`src/inc/rcs_pkg.sv`:
```
// package for the reset and clock select block
package rcs_pkg;
    // register byte offsets
    localparam logic [7:0] RCS_OFF_CTRL = 8'h00; // mask, sw reset, clock
    localparam logic [7:0] RCS_OFF_WDOG = 8'h04; // watchdog lock
    localparam logic [7:0] RCS_OFF_STAT = 8'h08; // cause and clock status
    // control register field positions
    localparam int RCS_CTRL_WDOG_EN = 0;
    localparam int RCS_CTRL_MCD_EN = 1;
    localparam int RCS_CTRL_CMP_EN = 2;
    localparam int RCS_CTRL_SW_EN = 3;
    localparam int RCS_CTRL_CNV_EN = 4;
    localparam int RCS_CTRL_CLK_EXT = 8;
    localparam int RCS_CTRL_SW_RST = 16;
    // watchdog register field positions
    localparam int RCS_WDOG_LOCK = 0;
    // reset values
    localparam logic [4:0] RCS_MASK_RST = 5'h1f; // sources enabled
    localparam logic RCS_CLK_RST = 1'b0; // internal oscillator
    // length of the reset pulse driven out, in cycles
    localparam logic [3:0] RCS_RST_HOLD = 4'h8;
    // axi response codes
    localparam logic [1:0] RCS_RESP_OK = 2'b00;
    localparam logic [1:0] RCS_RESP_SLVERR = 2'b10;
    // reset cause record
    typedef struct packed {
        logic pin;
        logic cnv;
        logic sw;
        logic cmp;
        logic mcd;
        logic wdog;
        logic supply;
    } rcs_cause_t;
endpackage : rcs_pkg

```
`src/rtl/rcs_top.sv`:
```
// reset source collection and system clock selection with axi4-lite regs
// Function
// RULE1 - any of seven sources resets device
// RULE2 - reset pin bidirectional, drives internal reset out
// RULE3 - software masks all but supply and pin
// RULE4 - supply monitor gated by enable pin only
// RULE5 - software may lock watchdog enabled
// RULE6 - internal oscillator selected after any reset
// RULE7 - software switches clock source while running
// RULE8 - locked watchdog ignores later disable writes
`timescale 1ns/100ps
`default_nettype none
module rcs_top
    import rcs_pkg::*;
(
    input wire logic CLK_SYS_I,
    input wire logic RST_I,
    // reset source inputs, from other clock domains or pins
    input wire logic SUPPLY_LOW_I,
    input wire logic SUPPLY_MONITOR_ENABLE_PIN_I,
    input wire logic WDOG_TIMEOUT_I,
    input wire logic MISSING_CLK_I,
    input wire logic CMP_DETECT_I,
    input wire logic CONVERSION_START_PIN_I,
    // bidirectional reset pin, active low
    input wire logic RST_PIN_N_I,
    output logic RST_PIN_N_O,
    output logic RST_PIN_OE_O,
    // system reset and clock select
    output logic SYS_RST_O,
    output logic CLK_SEL_EXT_O,
    output logic WDOG_EN_O,
    // axi4-lite slave
    input wire logic [7:0] AWADDR_I,
    input wire logic AWVALID_I,
    output logic AWREADY_O,
    input wire logic [31:0] WDATA_I,
    input wire logic [3:0] WSTRB_I,
    input wire logic WVALID_I,
    output logic WREADY_O,
    output logic [1:0] BRESP_O,
    output logic BVALID_O,
    input wire logic BREADY_I,
    input wire logic [7:0] ARADDR_I,
    input wire logic ARVALID_I,
    output logic ARREADY_O,
    output logic [31:0] RDATA_O,
    output logic [1:0] RRESP_O,
    output logic RVALID_O,
    input wire logic RREADY_I
);
    // two-stage synchronisers for the six outside inputs
    localparam int NSYNC = 6;
    logic [NSYNC-1:0] sync_in;
    logic [NSYNC-1:0] sync1_reg;
    logic [NSYNC-1:0] sync2_reg;
    assign sync_in = {~RST_PIN_N_I, CONVERSION_START_PIN_I, CMP_DETECT_I,
                      MISSING_CLK_I, WDOG_TIMEOUT_I, SUPPLY_LOW_I};
    logic mon_en1_reg; // monitor enable pin, stage one
    logic mon_en2_reg; // monitor enable pin, stage two

    // synchroniser chain per input
    genvar gi;
    generate
        for (gi = 0; gi < NSYNC; gi++) begin : g_sync
            always_ff @(posedge CLK_SYS_I or posedge RST_I) begin
                if (RST_I) begin
                    sync1_reg[gi] <= 1'b0;
                    sync2_reg[gi] <= 1'b0;
                end else begin
                    sync1_reg[gi] <= sync_in[gi];
                    sync2_reg[gi] <= sync1_reg[gi];
                end
            end
        end
    endgenerate

    // monitor enable pin synchroniser; enabled while in reset
    always_ff @(posedge CLK_SYS_I or posedge RST_I) begin
        if (RST_I) begin
            mon_en1_reg <= 1'b1;
            mon_en2_reg <= 1'b1;
        end else begin
            mon_en1_reg <= SUPPLY_MONITOR_ENABLE_PIN_I;
            mon_en2_reg <= mon_en1_reg;
        end
    end

    // software state
    logic [4:0] mask_reg; // enables: wdog, mcd, cmp, sw, cnv
    logic [4:0] mask_next;
    logic clk_ext_reg; // clock select, one is external
    logic clk_ext_next;
    logic wdog_lock_reg; // watchdog locked enabled
    logic wdog_lock_next;
    logic sw_rst_reg; // one-cycle software reset request
    logic sw_rst_next;
    rcs_cause_t cause_reg; // last reset cause, sticky
    rcs_cause_t cause_next;
    rcs_cause_t hit; // sources asserting now, after gating
    logic any_hit;
    logic [3:0] hold_reg; // reset stretch counter
    logic [3:0] hold_next;
    logic sys_rst_reg; // internal system reset
    logic pin_drive_reg; // drive reset pin low
    logic [1:0] drive_seen_reg; // own drive, delayed by the sync depth
    logic wdog_en_eff; // watchdog effectively enabled

    // source gating
    assign wdog_en_eff = mask_reg[0] | wdog_lock_reg; // RULE5
    assign hit.supply = sync2_reg[0] & mon_en2_reg; // RULE4
    assign hit.wdog = sync2_reg[1] & wdog_en_eff; // RULE3
    assign hit.mcd = sync2_reg[2] & mask_reg[1]; // RULE3
    assign hit.cmp = sync2_reg[3] & mask_reg[2]; // RULE3
    assign hit.sw = sw_rst_reg & mask_reg[3]; // RULE3
    assign hit.cnv = sync2_reg[4] & mask_reg[4]; // RULE3
    // pin input is never masked; own drive and its two-cycle echo through
    // the synchroniser are excluded so the drive cannot retrigger itself
    assign hit.pin = sync2_reg[5] & ~pin_drive_reg & ~(|drive_seen_reg); // RULE3
    assign any_hit = |hit; // RULE1

    // axi write path: address and data latched in either order
    logic aw_full_reg;
    logic [7:0] aw_addr_reg;
    logic w_full_reg;
    logic [31:0] w_data_reg;
    logic [3:0] w_strb_reg;
    logic bvalid_reg;
    logic [1:0] bresp_reg;
    logic awready_reg; // address latch free
    logic wready_reg; // data latch free
    logic wr_fire;
    logic wr_ctrl;
    logic wr_wdog;
    logic wr_ok;
    assign wr_fire = aw_full_reg & w_full_reg & ~bvalid_reg;
    assign wr_ctrl = wr_fire & (aw_addr_reg[7:2] == RCS_OFF_CTRL[7:2]);
    assign wr_wdog = wr_fire & (aw_addr_reg[7:2] == RCS_OFF_WDOG[7:2]);
    assign wr_ok = (aw_addr_reg[7:2] == RCS_OFF_CTRL[7:2]) |
                   (aw_addr_reg[7:2] == RCS_OFF_WDOG[7:2]) |
                   (aw_addr_reg[7:2] == RCS_OFF_STAT[7:2]);

    // next values of software state
    always_comb begin
        mask_next = mask_reg;
        clk_ext_next = clk_ext_reg;
        wdog_lock_next = wdog_lock_reg;
        sw_rst_next = 1'b0;
        if (wr_ctrl && w_strb_reg[0]) begin
            // watchdog bit change; lock keeps it set
            mask_next = w_data_reg[4:0];
            mask_next[0] = w_data_reg[RCS_CTRL_WDOG_EN] | wdog_lock_reg; // RULE8
        end
        if (wr_ctrl && w_strb_reg[1]) begin
            clk_ext_next = w_data_reg[RCS_CTRL_CLK_EXT]; // RULE7
        end
        if (wr_ctrl && w_strb_reg[2]) begin
            sw_rst_next = w_data_reg[RCS_CTRL_SW_RST];
        end
        if (wr_wdog && w_strb_reg[0] && w_data_reg[RCS_WDOG_LOCK]) begin
            wdog_lock_next = 1'b1; // RULE5
            mask_next[0] = 1'b1; // RULE5
        end
    end

    // software state registers, cleared by any system reset
    always_ff @(posedge CLK_SYS_I or posedge RST_I) begin
        if (RST_I) begin
            mask_reg <= RCS_MASK_RST;
            clk_ext_reg <= RCS_CLK_RST;
            wdog_lock_reg <= 1'b0;
            sw_rst_reg <= 1'b0;
        end else if (sys_rst_reg) begin
            mask_reg <= RCS_MASK_RST;
            clk_ext_reg <= RCS_CLK_RST; // RULE6
            wdog_lock_reg <= 1'b0; // RULE8
            sw_rst_reg <= 1'b0;
        end else begin
            mask_reg <= mask_next;
            clk_ext_reg <= clk_ext_next;
            wdog_lock_reg <= wdog_lock_next;
            sw_rst_reg <= sw_rst_next;
        end
    end

    // reset stretching and cause capture
    always_comb begin
        hold_next = hold_reg;
        cause_next = cause_reg;
        if (any_hit) begin
            hold_next = RCS_RST_HOLD; // RULE1
            cause_next = hit;
        end else if (hold_reg != 4'h0) begin
            hold_next = hold_reg - 4'h1;
        end
    end

    // system reset and pin drive; power-on reset is driven out too
    always_ff @(posedge CLK_SYS_I or posedge RST_I) begin
        if (RST_I) begin
            hold_reg <= RCS_RST_HOLD;
            cause_reg <= '0;
            sys_rst_reg <= 1'b1;
            pin_drive_reg <= 1'b1;
            drive_seen_reg <= 2'h3;
        end else begin
            hold_reg <= hold_next;
            cause_reg <= cause_next;
            sys_rst_reg <= any_hit | (hold_reg != 4'h0); // RULE1
            pin_drive_reg <= (hold_next != 4'h0) & ~hit.pin; // RULE2
            // remember the drive until the pin level has passed both stages
            drive_seen_reg <= {drive_seen_reg[0], pin_drive_reg};
        end
    end

    // axi write channel handshakes
    always_ff @(posedge CLK_SYS_I or posedge RST_I) begin
        if (RST_I) begin
            aw_full_reg <= 1'b0;
            awready_reg <= 1'b1;
            aw_addr_reg <= 8'h00;
            w_full_reg <= 1'b0;
            wready_reg <= 1'b1;
            w_data_reg <= 32'h0000_0000;
            w_strb_reg <= 4'h0;
            bvalid_reg <= 1'b0;
            bresp_reg <= RCS_RESP_OK;
        end else begin
            if (AWVALID_I && !aw_full_reg) begin
                aw_full_reg <= 1'b1;
                awready_reg <= 1'b0;
                aw_addr_reg <= AWADDR_I;
            end
            if (WVALID_I && !w_full_reg) begin
                w_full_reg <= 1'b1;
                wready_reg <= 1'b0;
                w_data_reg <= WDATA_I;
                w_strb_reg <= WSTRB_I;
            end
            if (wr_fire) begin
                // both halves present: answer and free the latches
                aw_full_reg <= 1'b0;
                w_full_reg <= 1'b0;
                awready_reg <= 1'b1;
                wready_reg <= 1'b1;
                bvalid_reg <= 1'b1;
                bresp_reg <= wr_ok ? RCS_RESP_OK : RCS_RESP_SLVERR;
            end else if (bvalid_reg && BREADY_I) begin
                bvalid_reg <= 1'b0;
            end
        end
    end

    // axi read path, status shows cause, clock and monitor enable
    logic rvalid_reg;
    logic arready_reg; // read address accepted when high
    logic [31:0] rdata_reg;
    logic [1:0] rresp_reg;
    logic [31:0] ctrl_view;
    logic [31:0] wdog_view;
    logic [31:0] stat_view;
    logic [31:0] rd_mux;
    logic rd_ok;
    assign ctrl_view = {23'h00_0000, clk_ext_reg, 3'h0, mask_reg[4:1],
                        wdog_en_eff};
    assign wdog_view = {31'h0000_0000, wdog_lock_reg};
    assign stat_view = {22'h00_0000, mon_en2_reg, clk_ext_reg, 1'b0,
                        cause_reg};
    assign rd_ok = (ARADDR_I[7:2] == RCS_OFF_CTRL[7:2]) |
                   (ARADDR_I[7:2] == RCS_OFF_WDOG[7:2]) |
                   (ARADDR_I[7:2] == RCS_OFF_STAT[7:2]);
    assign rd_mux = (ARADDR_I[7:2] == RCS_OFF_CTRL[7:2]) ? ctrl_view :
                    (ARADDR_I[7:2] == RCS_OFF_WDOG[7:2]) ? wdog_view :
                    (ARADDR_I[7:2] == RCS_OFF_STAT[7:2]) ? stat_view :
                    32'h0000_0000;

    // read channel: take address when idle, hold data until rready
    always_ff @(posedge CLK_SYS_I or posedge RST_I) begin
        if (RST_I) begin
            rvalid_reg <= 1'b0;
            arready_reg <= 1'b1;
            rdata_reg <= 32'h0000_0000;
            rresp_reg <= RCS_RESP_OK;
        end else if (!rvalid_reg && ARVALID_I) begin
            rvalid_reg <= 1'b1;
            arready_reg <= 1'b0;
            rdata_reg <= rd_mux;
            rresp_reg <= rd_ok ? RCS_RESP_OK : RCS_RESP_SLVERR;
        end else if (rvalid_reg && RREADY_I) begin
            rvalid_reg <= 1'b0;
            arready_reg <= 1'b1;
        end
    end

    // outputs, all from flip-flops except the constant RST_PIN_N_O
    assign AWREADY_O = awready_reg;
    assign WREADY_O = wready_reg;
    assign BVALID_O = bvalid_reg;
    assign BRESP_O = bresp_reg;
    assign ARREADY_O = arready_reg;
    assign RVALID_O = rvalid_reg;
    assign RDATA_O = rdata_reg;
    assign RRESP_O = rresp_reg;
    assign SYS_RST_O = sys_rst_reg;
    assign RST_PIN_N_O = 1'b0;
    assign RST_PIN_OE_O = pin_drive_reg; // RULE2
    assign CLK_SEL_EXT_O = clk_ext_reg; // RULE6
    assign WDOG_EN_O = mask_reg[0]; // RULE5
endmodule : rcs_top
`default_nettype wire

```
`config.mk`:
```
export PLATFORM = sky130hd
export DESIGN_NAME = rcs_top
export DESIGN_NICKNAME = d
export VERILOG_FILES = /design/src/inc/rcs_pkg.sv /design/src/rtl/rcs_top.sv
export SDC_FILE = /design/constraint.sdc
export NUM_CORES = 1
export LEC_CHECK = 0
export ABC_CLOCK_PERIOD_IN_PS = 4500
export BUFFER_PORTS_ARGS = -buffer_cell sky130_fd_sc_hd__buf_2
export CORE_UTILIZATION = 50
export CTS_BUF_LIST = sky130_fd_sc_hd__clkbuf_16
export CTS_CLUSTER_DIAMETER = 30
export CTS_CLUSTER_SIZE = 12
export DETAILED_ROUTE_END_ITERATION = 12
export GPL_ROUTABILITY_DRIVEN = 0
export PLACE_DENSITY = 0.89
export SLEW_MARGIN = 40
export SYNTH_ARGS = -nofsm -noshare
export SYNTH_HDL_FRONTEND = slang
export SYNTH_SLANG_ARGS = --single-unit
```
`constraint.sdc`:
```
create_clock -name CLK_SYS_I -period 4.5 [get_ports CLK_SYS_I]
set_input_delay 0.9 -clock CLK_SYS_I [delete_from_list [all_inputs] [get_ports CLK_SYS_I]]
set_output_delay 0.9 -clock CLK_SYS_I [all_outputs]
set_load 0.02 [all_outputs]
```
==> impl_metrics.env, run 1 <==
export IMPL_status="finished clean"
export IMPL_skew_ns=0.004239
export IMPL_cts_tree="yes"
export IMPL_cellLeakagePower_nw=1.664
export IMPL_cts_sink_count=71
export IMPL_async_flop_share=1.000
export IMPL_ys_ff_latch=71
export IMPL_viasPerCell=5.087
export IMPL_final_core_util=0.6163
export IMPL_synth_area_um2=2902
export IMPL_hold_slack_ns=0.3470
export IMPL_final_area_um2=3415
export IMPL_min_path_cells=0
export IMPL_cts_setup_buffers=0
export IMPL_finalCriticalPeriod_ns=2.026
export IMPL_drv_slew=0
export IMPL_wirelength_um=5206
export IMPL_crit_fanout=8
export IMPL_gr_usage_all_layers=0.1898
export IMPL_synth_edf_count=0
export IMPL_ir_worst_vdd_mv=0.3399
export IMPL_place_hpwl_um=3605
export IMPL_path_depth=1
export IMPL_maxSlewHeadroom=0.5811
export IMPL_final_nets=357
export IMPL_startpoint="SYS_RST_O"
export IMPL_ios=112
export IMPL_start_util=0.5237
export IMPL_r2r_cells=4
export IMPL_p_per_area_nw_per_um2=514.2
export IMPL_critical_path_required_ns=3.60
export IMPL_cp_slowest_stage_delay_ns=0.61
export IMPL_h_tree_depth=3
export IMPL_start_kind="register"
export IMPL_grt_max_degree=40
export IMPL_crit_slowest_cell="dfstp_2"
export IMPL_maxCapViolCount=0
export IMPL_post_route_period_util=0.4502
export IMPL_yosysSeqAreaShare=0.6188
export IMPL_avgSynthCellArea_um2=12.67
export IMPL_largest_reg_flops=9
export IMPL_io_buffers=55
export IMPL_ctsHoldBuffers=0
export IMPL_drt_initial_drc_count=138
export IMPL_layout_commonest_cell="dfrtp_1"
export IMPL_clockBufferDepth=2
export IMPL_grt_pass1_wl_um=8480
export IMPL_reg2reg_to="mask_reg[1]"
export IMPL_path_cells="buf_2"
export IMPL_ys_flop_type="dfrtp_1"
export IMPL_synthCells=229
export IMPL_overflow=0
export IMPL_design_core_area_um2=5540
export IMPL_worstMarginPinSlew_ns=0.6276
export IMPL_vias=1867
export IMPL_clkTransAtPathRegs_ns=0.05
export IMPL_rrSetupSlack_ns=2.66
export IMPL_setup_viol_count_final=0
export IMPL_cts_buffers=9
export IMPL_hold_end="sync2_reg[3]"
export IMPL_r2r_start="aw_addr_reg[7]"
export IMPL_cts_resized_gates=0
export IMPL_rsz0062_at_grt="false"
export IMPL_mostFrequentLayoutCells="56 x dfrtp_1, 55 x buf_2, 26 x conb_1"
export IMPL_ant_nets=0
export IMPL_hold_violations=0
export IMPL_tns_ns=0
export IMPL_fp_dieH_um=78.18
export IMPL_hold_class="register to register"
export IMPL_hold_start="sync1_reg[3]"
export IMPL_grt_pass1_vias=1791
export IMPL_wl_per_cell_um=14.19
export IMPL_dpl_instance_area_um2=3157
export IMPL_cp_end_kind="output port"
export IMPL_clk_latency_ns=0.33
export IMPL_drcViolationCount=0
export IMPL_yosysWarnings=0
export IMPL_power_w=0.001756
export IMPL_fmax_mhz=493.6
export IMPL_final_layout_size_suffix_gt1_frac=0.3695
export IMPL_path_delay_family="flip-flops"
export IMPL_drt_first_pass_iters=4
export IMPL_row_count=27
export IMPL_worst_path_buf_inv=1
export IMPL_ctsRootBufferMaster="clkbuf_16"
export IMPL_antenna_found_initial=0
export IMPL_critPathKind="register to output port"
export IMPL_antenna_cells=0
export IMPL_area_delta_synth_final_pct=17.68
export IMPL_dieWidth_um=78.18
export IMPL_die_area_um2=6111
export IMPL_synth_cell_types=44
export IMPL_cp_arrival_ns=1.13
synth_stat cells (2+ instances only):
master	n	area (um^2)
o21a_1	3	22.52
inv_1	11	41.29
mux2_2	15	168.9
a211o_1	4	35.03
nor3_1	4	20.02
a32o_1	3	30.03
nand2_1	13	48.80
a21o_1	2	15.01
dfrtp_1	56	1401
and3_1	2	12.51
or3_1	2	12.51
mux2i_1	4	40.04
a22o_1	8	70.07
buf_4	26	195.2
nor2_1	5	18.77
clkbuf_1	4	15.01
o21ai_0	9	45.04
and3_2	4	30.03
dfstp_2	15	394.1
nand2b_1	2	12.51
nand3_1	2	10.01
a21oi_1	9	45.04
nor2b_1	5	31.28
through the flow:
step / cells / setup WS, ns
2_1_floorplan: 254 / 1.828
3_3_place_gp: 351 / 2.183
3_5_place_dp: 351 / 2.130
4_1_cts: 367 / 2.469
5_1_grt: 367 / 2.409
6_report: 367 / 2.474
worst max-delay path by stage:
stage | endpoint | slack, ns
finish | SYS_RST_O | 2.47
global route | RDATA_O[5] | 2.41
CTS | RDATA_O[6] | 2.47
detailed placement | RDATA_O[6] | 2.13
global placement | RDATA_O[9] | 2.18
floorplan | BRESP_O[1] | 1.83
final cells by class:
type,count,area (um^2)
inverter,11,42.54
clock buffer,9,225.2
tap,72,90.09
multi-input combinational,141,947.2
sequential,71,1795
timing repair buffer,56,282.8
clock inverter,7,31.28
fill,440,2126
where the power goes:
part	switching (W)	leakage, nW	internal, W	total (W)
combinational	0.000161	0.688	0.000140	0.000301
clock	0.000241	0.127	0.000361	0.000602
sequential	0.0000853	0.850	0.000767	0.000853
cell families (layout without fill, tap and decap cells):
logic type | count (synthesis) | in the layout | share of synthesized area
AND/OR/NAND/NOR | 47 | 47 | 0.09617
adder cells (fa/ha/maj) | 1 | 1 | 0.004312
buffers and inverters | 42 | 83 | 0.08797
flip-flops | 71 | 71 | 0.6188
multiplexers | 19 | 19 | 0.07201
other | 1 | 26 | 0.001292
XOR/XNOR | 1 | 1 | 0.003019
AO/OA/AOI/OAI | 47 | 47 | 0.1164
per-layer routing:
layer	vias to the layer above	track usage	wire length (um)
met5	-	0	0
met4	0	0.1148	127
met3	10	0.04884	292
met2	73	0.3035	2623
met1	899	0.2315	2162
li1	885	-	-
No activity file was read; power rests on OpenSTA's default activity.
==> inputs of run 2 (changes only) <==
ABC_AREA = 1   (was default)
ABC_CLOCK_PERIOD_IN_PS = 1870   (was 4500)
CORE_UTILIZATION = 49   (was 50)
PLACE_DENSITY = 0.86   (was 0.89)
clock period = 1.87 ns   (was 4.5 ns; I/O delays follow)
==> run 2 against run 1 <==
  * Clock skew up 0.0017 ns
  * Register-to-register slack got worse by 2.3 ns
  * Die area increased by 6.3%
  * Clock power increased to 2.6 times the previous value
==> impl_metrics.env, run 2 <==
export IMPL_cts_resized_gates=0
export IMPL_internal_power_w=0.003123
export IMPL_ant_nets=0
export IMPL_place_hpwl_um=4161
export IMPL_start_util=0.5082
export IMPL_antenna_found_initial=0
export IMPL_design_core_area_um2=5956
export IMPL_status="finished clean"
export IMPL_reg2reg_to="RST_PIN_OE_O"
export IMPL_avgSynthCellArea_um2=9.701
export IMPL_synthAdderAreaFrac=0.004134
export IMPL_synthCells=312
export IMPL_viasPerCell=4.735
export IMPL_startpoint="hold_reg[0]"
export IMPL_async_flop_share=1.000
export IMPL_drt_first_pass_iters=5
export IMPL_ctsRootBufferMaster="clkbuf_16"
export IMPL_largest_reg_flops=9
export IMPL_synth_top_area_frac=0.4630
export IMPL_antenna_cells=0
export IMPL_synth_largest_area_cell="dfrtp_1"
export IMPL_cp_slowest_stage_delay_ns=0.39
export IMPL_drt_initial_drc_count=120
export IMPL_yosysMostFrequentCell="nand2_1"
export IMPL_worst_slack_ns=0.3615
export IMPL_hold_slack_ns=0.07479
export IMPL_layout_commonest_cell="nand2_1"
export IMPL_final_layout_size_suffix_gt1_frac=0.2850
export IMPL_post_place_ws_ns=0.3816
export IMPL_yosysSeqAreaShare=0.5932
export IMPL_cts_tree="yes"
export IMPL_grt_max_degree=40
export IMPL_p_seq_frac=0.454
export IMPL_hold_class="input pin to asynchronous set/reset pin"
export IMPL_rrSetupSlack_ns=0.36
export IMPL_hold_violations=0
export IMPL_ys_top_cells_by_count="76 x nand2_1, 56 x dfrtp_1, 39 x inv_1, 26 x buf_4, 25 x nor2_1"
export IMPL_path_cells="inv_1, ha_1, inv_1, nor2_2, nand3_1, nand2_1, nand3_1, nand2_1, nor2_1, nor2_1"
export IMPL_fp_dieH_um=80.59
export IMPL_synth_xor_area_frac=0
export IMPL_vias=2183
export IMPL_finalCriticalPeriod_ns=1.508
export IMPL_synth_area_um2=3027
export IMPL_critPathKind="register to register"
export IMPL_synth_compound_area_frac=0.06697
export IMPL_grt_pass1_wl_um=9515
export IMPL_cp_arrival_ns=1.77
export IMPL_r2r_start="hold_reg[0]"
export IMPL_ir_worst_vdd_mv=0.7287
export IMPL_post_route_period_util=0.8067
export IMPL_start_kind="register"
export IMPL_final_area_um2=3626
export IMPL_muxShareOfSynthArea=0.01860
export IMPL_cp_end_kind="register"
export IMPL_switchingPower_w=0.001261
export IMPL_grt_pass1_vias=2179
export IMPL_drcViolationCount=0
export IMPL_crit_slowest_cell="dfrtp_1"
export IMPL_r2r_cells=10
export IMPL_skew_ns=0.005910
export IMPL_area_delta_synth_final_pct=19.80
export IMPL_rsz0062_at_grt="false"
export IMPL_h_tree_depth=3
export IMPL_synth_edf_count=0
export IMPL_ios=112
export IMPL_row_count=28
export IMPL_io_buffers=55
export IMPL_p_per_area_nw_per_um2=1209
export IMPL_p_sw_frac=0.2877
export IMPL_drv_slew=0
export IMPL_critical_path_required_ns=2.13
export IMPL_final_nets=448
export IMPL_overflow=0
export IMPL_clkTransAtPathRegs_ns=0.06
export IMPL_cts_setup_buffers=0
export IMPL_clk_latency_ns=0.33
export IMPL_synth_top_family_by_area="simple AND/OR/NAND/NOR gates"
export IMPL_synth_cell_types=29
export IMPL_wirelength_um=5568
export IMPL_maxCapViolCount=0
export IMPL_gr_usage_all_layers=0.2004
export IMPL_wl_per_cell_um=12.08
export IMPL_synthTopCellsByArea="dfrtp_1 46%, dfstp_2 13%, nand2_1 9.4%"
export IMPL_tns_ns=0
export IMPL_dieWidth_um=80.59
export IMPL_cp_endpoint="RST_PIN_OE_O"
export IMPL_cts_buffers=9
export IMPL_ys_ff_latch=71
export IMPL_pwr_share_clk=0.362
export IMPL_clockBufferDepth=2
export IMPL_yosysWarnings=0
export IMPL_setup_viol_count_final=0
export IMPL_die_area_um2=6495
export IMPL_crit_fanout=4
export IMPL_ctsHoldBuffers=0
export IMPL_cts_sink_count=71
export IMPL_post_synth_and_or_nand_nor_area_fraction=0.1984
export IMPL_cellLeakagePower_nw=1.935
export IMPL_ys_flop_type="dfrtp_1"
export IMPL_comb_power_share=0.184
export IMPL_mostFrequentLayoutCells="76 x nand2_1, 56 x dfrtp_1, 55 x buf_2"
export IMPL_dpl_instance_area_um2=3346
export IMPL_fmax_mhz=662.9
[run 2: how the worst min path moves through the flow]
| stage | endpoint | depth (start not counted) | slack (ns) | start |
|---|---|---|---|---|
| 2_1_floorplan | sync2_reg[0] | 0 | 0.33 | sync1_reg[0] |
| 3_3_place_gp | sync2_reg[1] | 0 | 0.33 | sync1_reg[1] |
| 3_5_place_dp | sync2_reg[3] | 0 | 0.34 | sync1_reg[3] |
| 4_1_cts | w_strb_reg[2] | 2 | 0.08 | RST_I |
| 5_1_grt | aw_addr_reg[2] | 2 | 0.11 | RST_I |
| 6_report | aw_full_reg | 2 | 0.07 | RST_I |
[run 2: logic make-up (layout without fill, tap and decap cells)]
group	count (synthesis)	count (layout)
other	1	26
buffers and inverters	68	117
multiplexers	5	5
flip-flops	71	71
AO/OA/AOI/OAI	34	34
AND/OR/NAND/NOR	132	132
adder cells (fa/ha/maj)	1	1
[run 2: cell type report]
| type | count | area (um^2) |
|---|---|---|
| fill | 504 | 2330 |
| sequential | 71 | 1795 |
| multi-input combinational | 198 | 969.7 |
| timing repair buffer | 61 | 332.8 |
| clock buffer | 9 | 225.2 |
| inverter | 40 | 153.9 |
| tap | 75 | 93.84 |
| clock inverter | 7 | 55.05 |
[run 2: routing by layer]
| metal | vias to the layer above | share of wire | global-route usage |
|---|---|---|---|
| li1 | 1068 | - | - |
| met1 | 1025 | 0.44 | 0.2423 |
| met2 | 76 | 0.48 | 0.3288 |
| met3 | 14 | 0.047 | 0.03977 |
| met4 | 0 | 0.027 | 0.1214 |
| met5 | - | 0 | 0 |
[run 2: worst max-delay path, delay by kind of cell, from the launching register on]
kind / cells / cell delay [ns]
and+or+nand+nor: 7 / 0.65
DFF: 1 / 0.39
adders and majority gates: 1 / 0.22
buffers and inverters: 2 / 0.21
[run 2: power groups by stage]
stage	clock network (W)	logic, W	registers (W)
after detailed placement	0	0.000818	0.00201
after global routing	0.00168	0.000924	0.00203
final	0.00159	0.000808	0.00199
after floorplan	0	0.000558	0.00206
after CTS	0.00162	0.000821	0.00199
after global placement	0	0.000782	0.00200
[run 2: stage by stage]
step / power [W] / util / cells
3_5_place_dp: 0.002829 / 0.5618 / 445
2_1_floorplan: 0.002616 / - / 337
5_1_grt: 0.004637 / 0.6088 / 461
6_report: 0.004385 / 0.6088 / 461
3_3_place_gp: 0.002781 / 0.5618 / 445
4_1_cts: 0.004433 / 0.6088 / 461
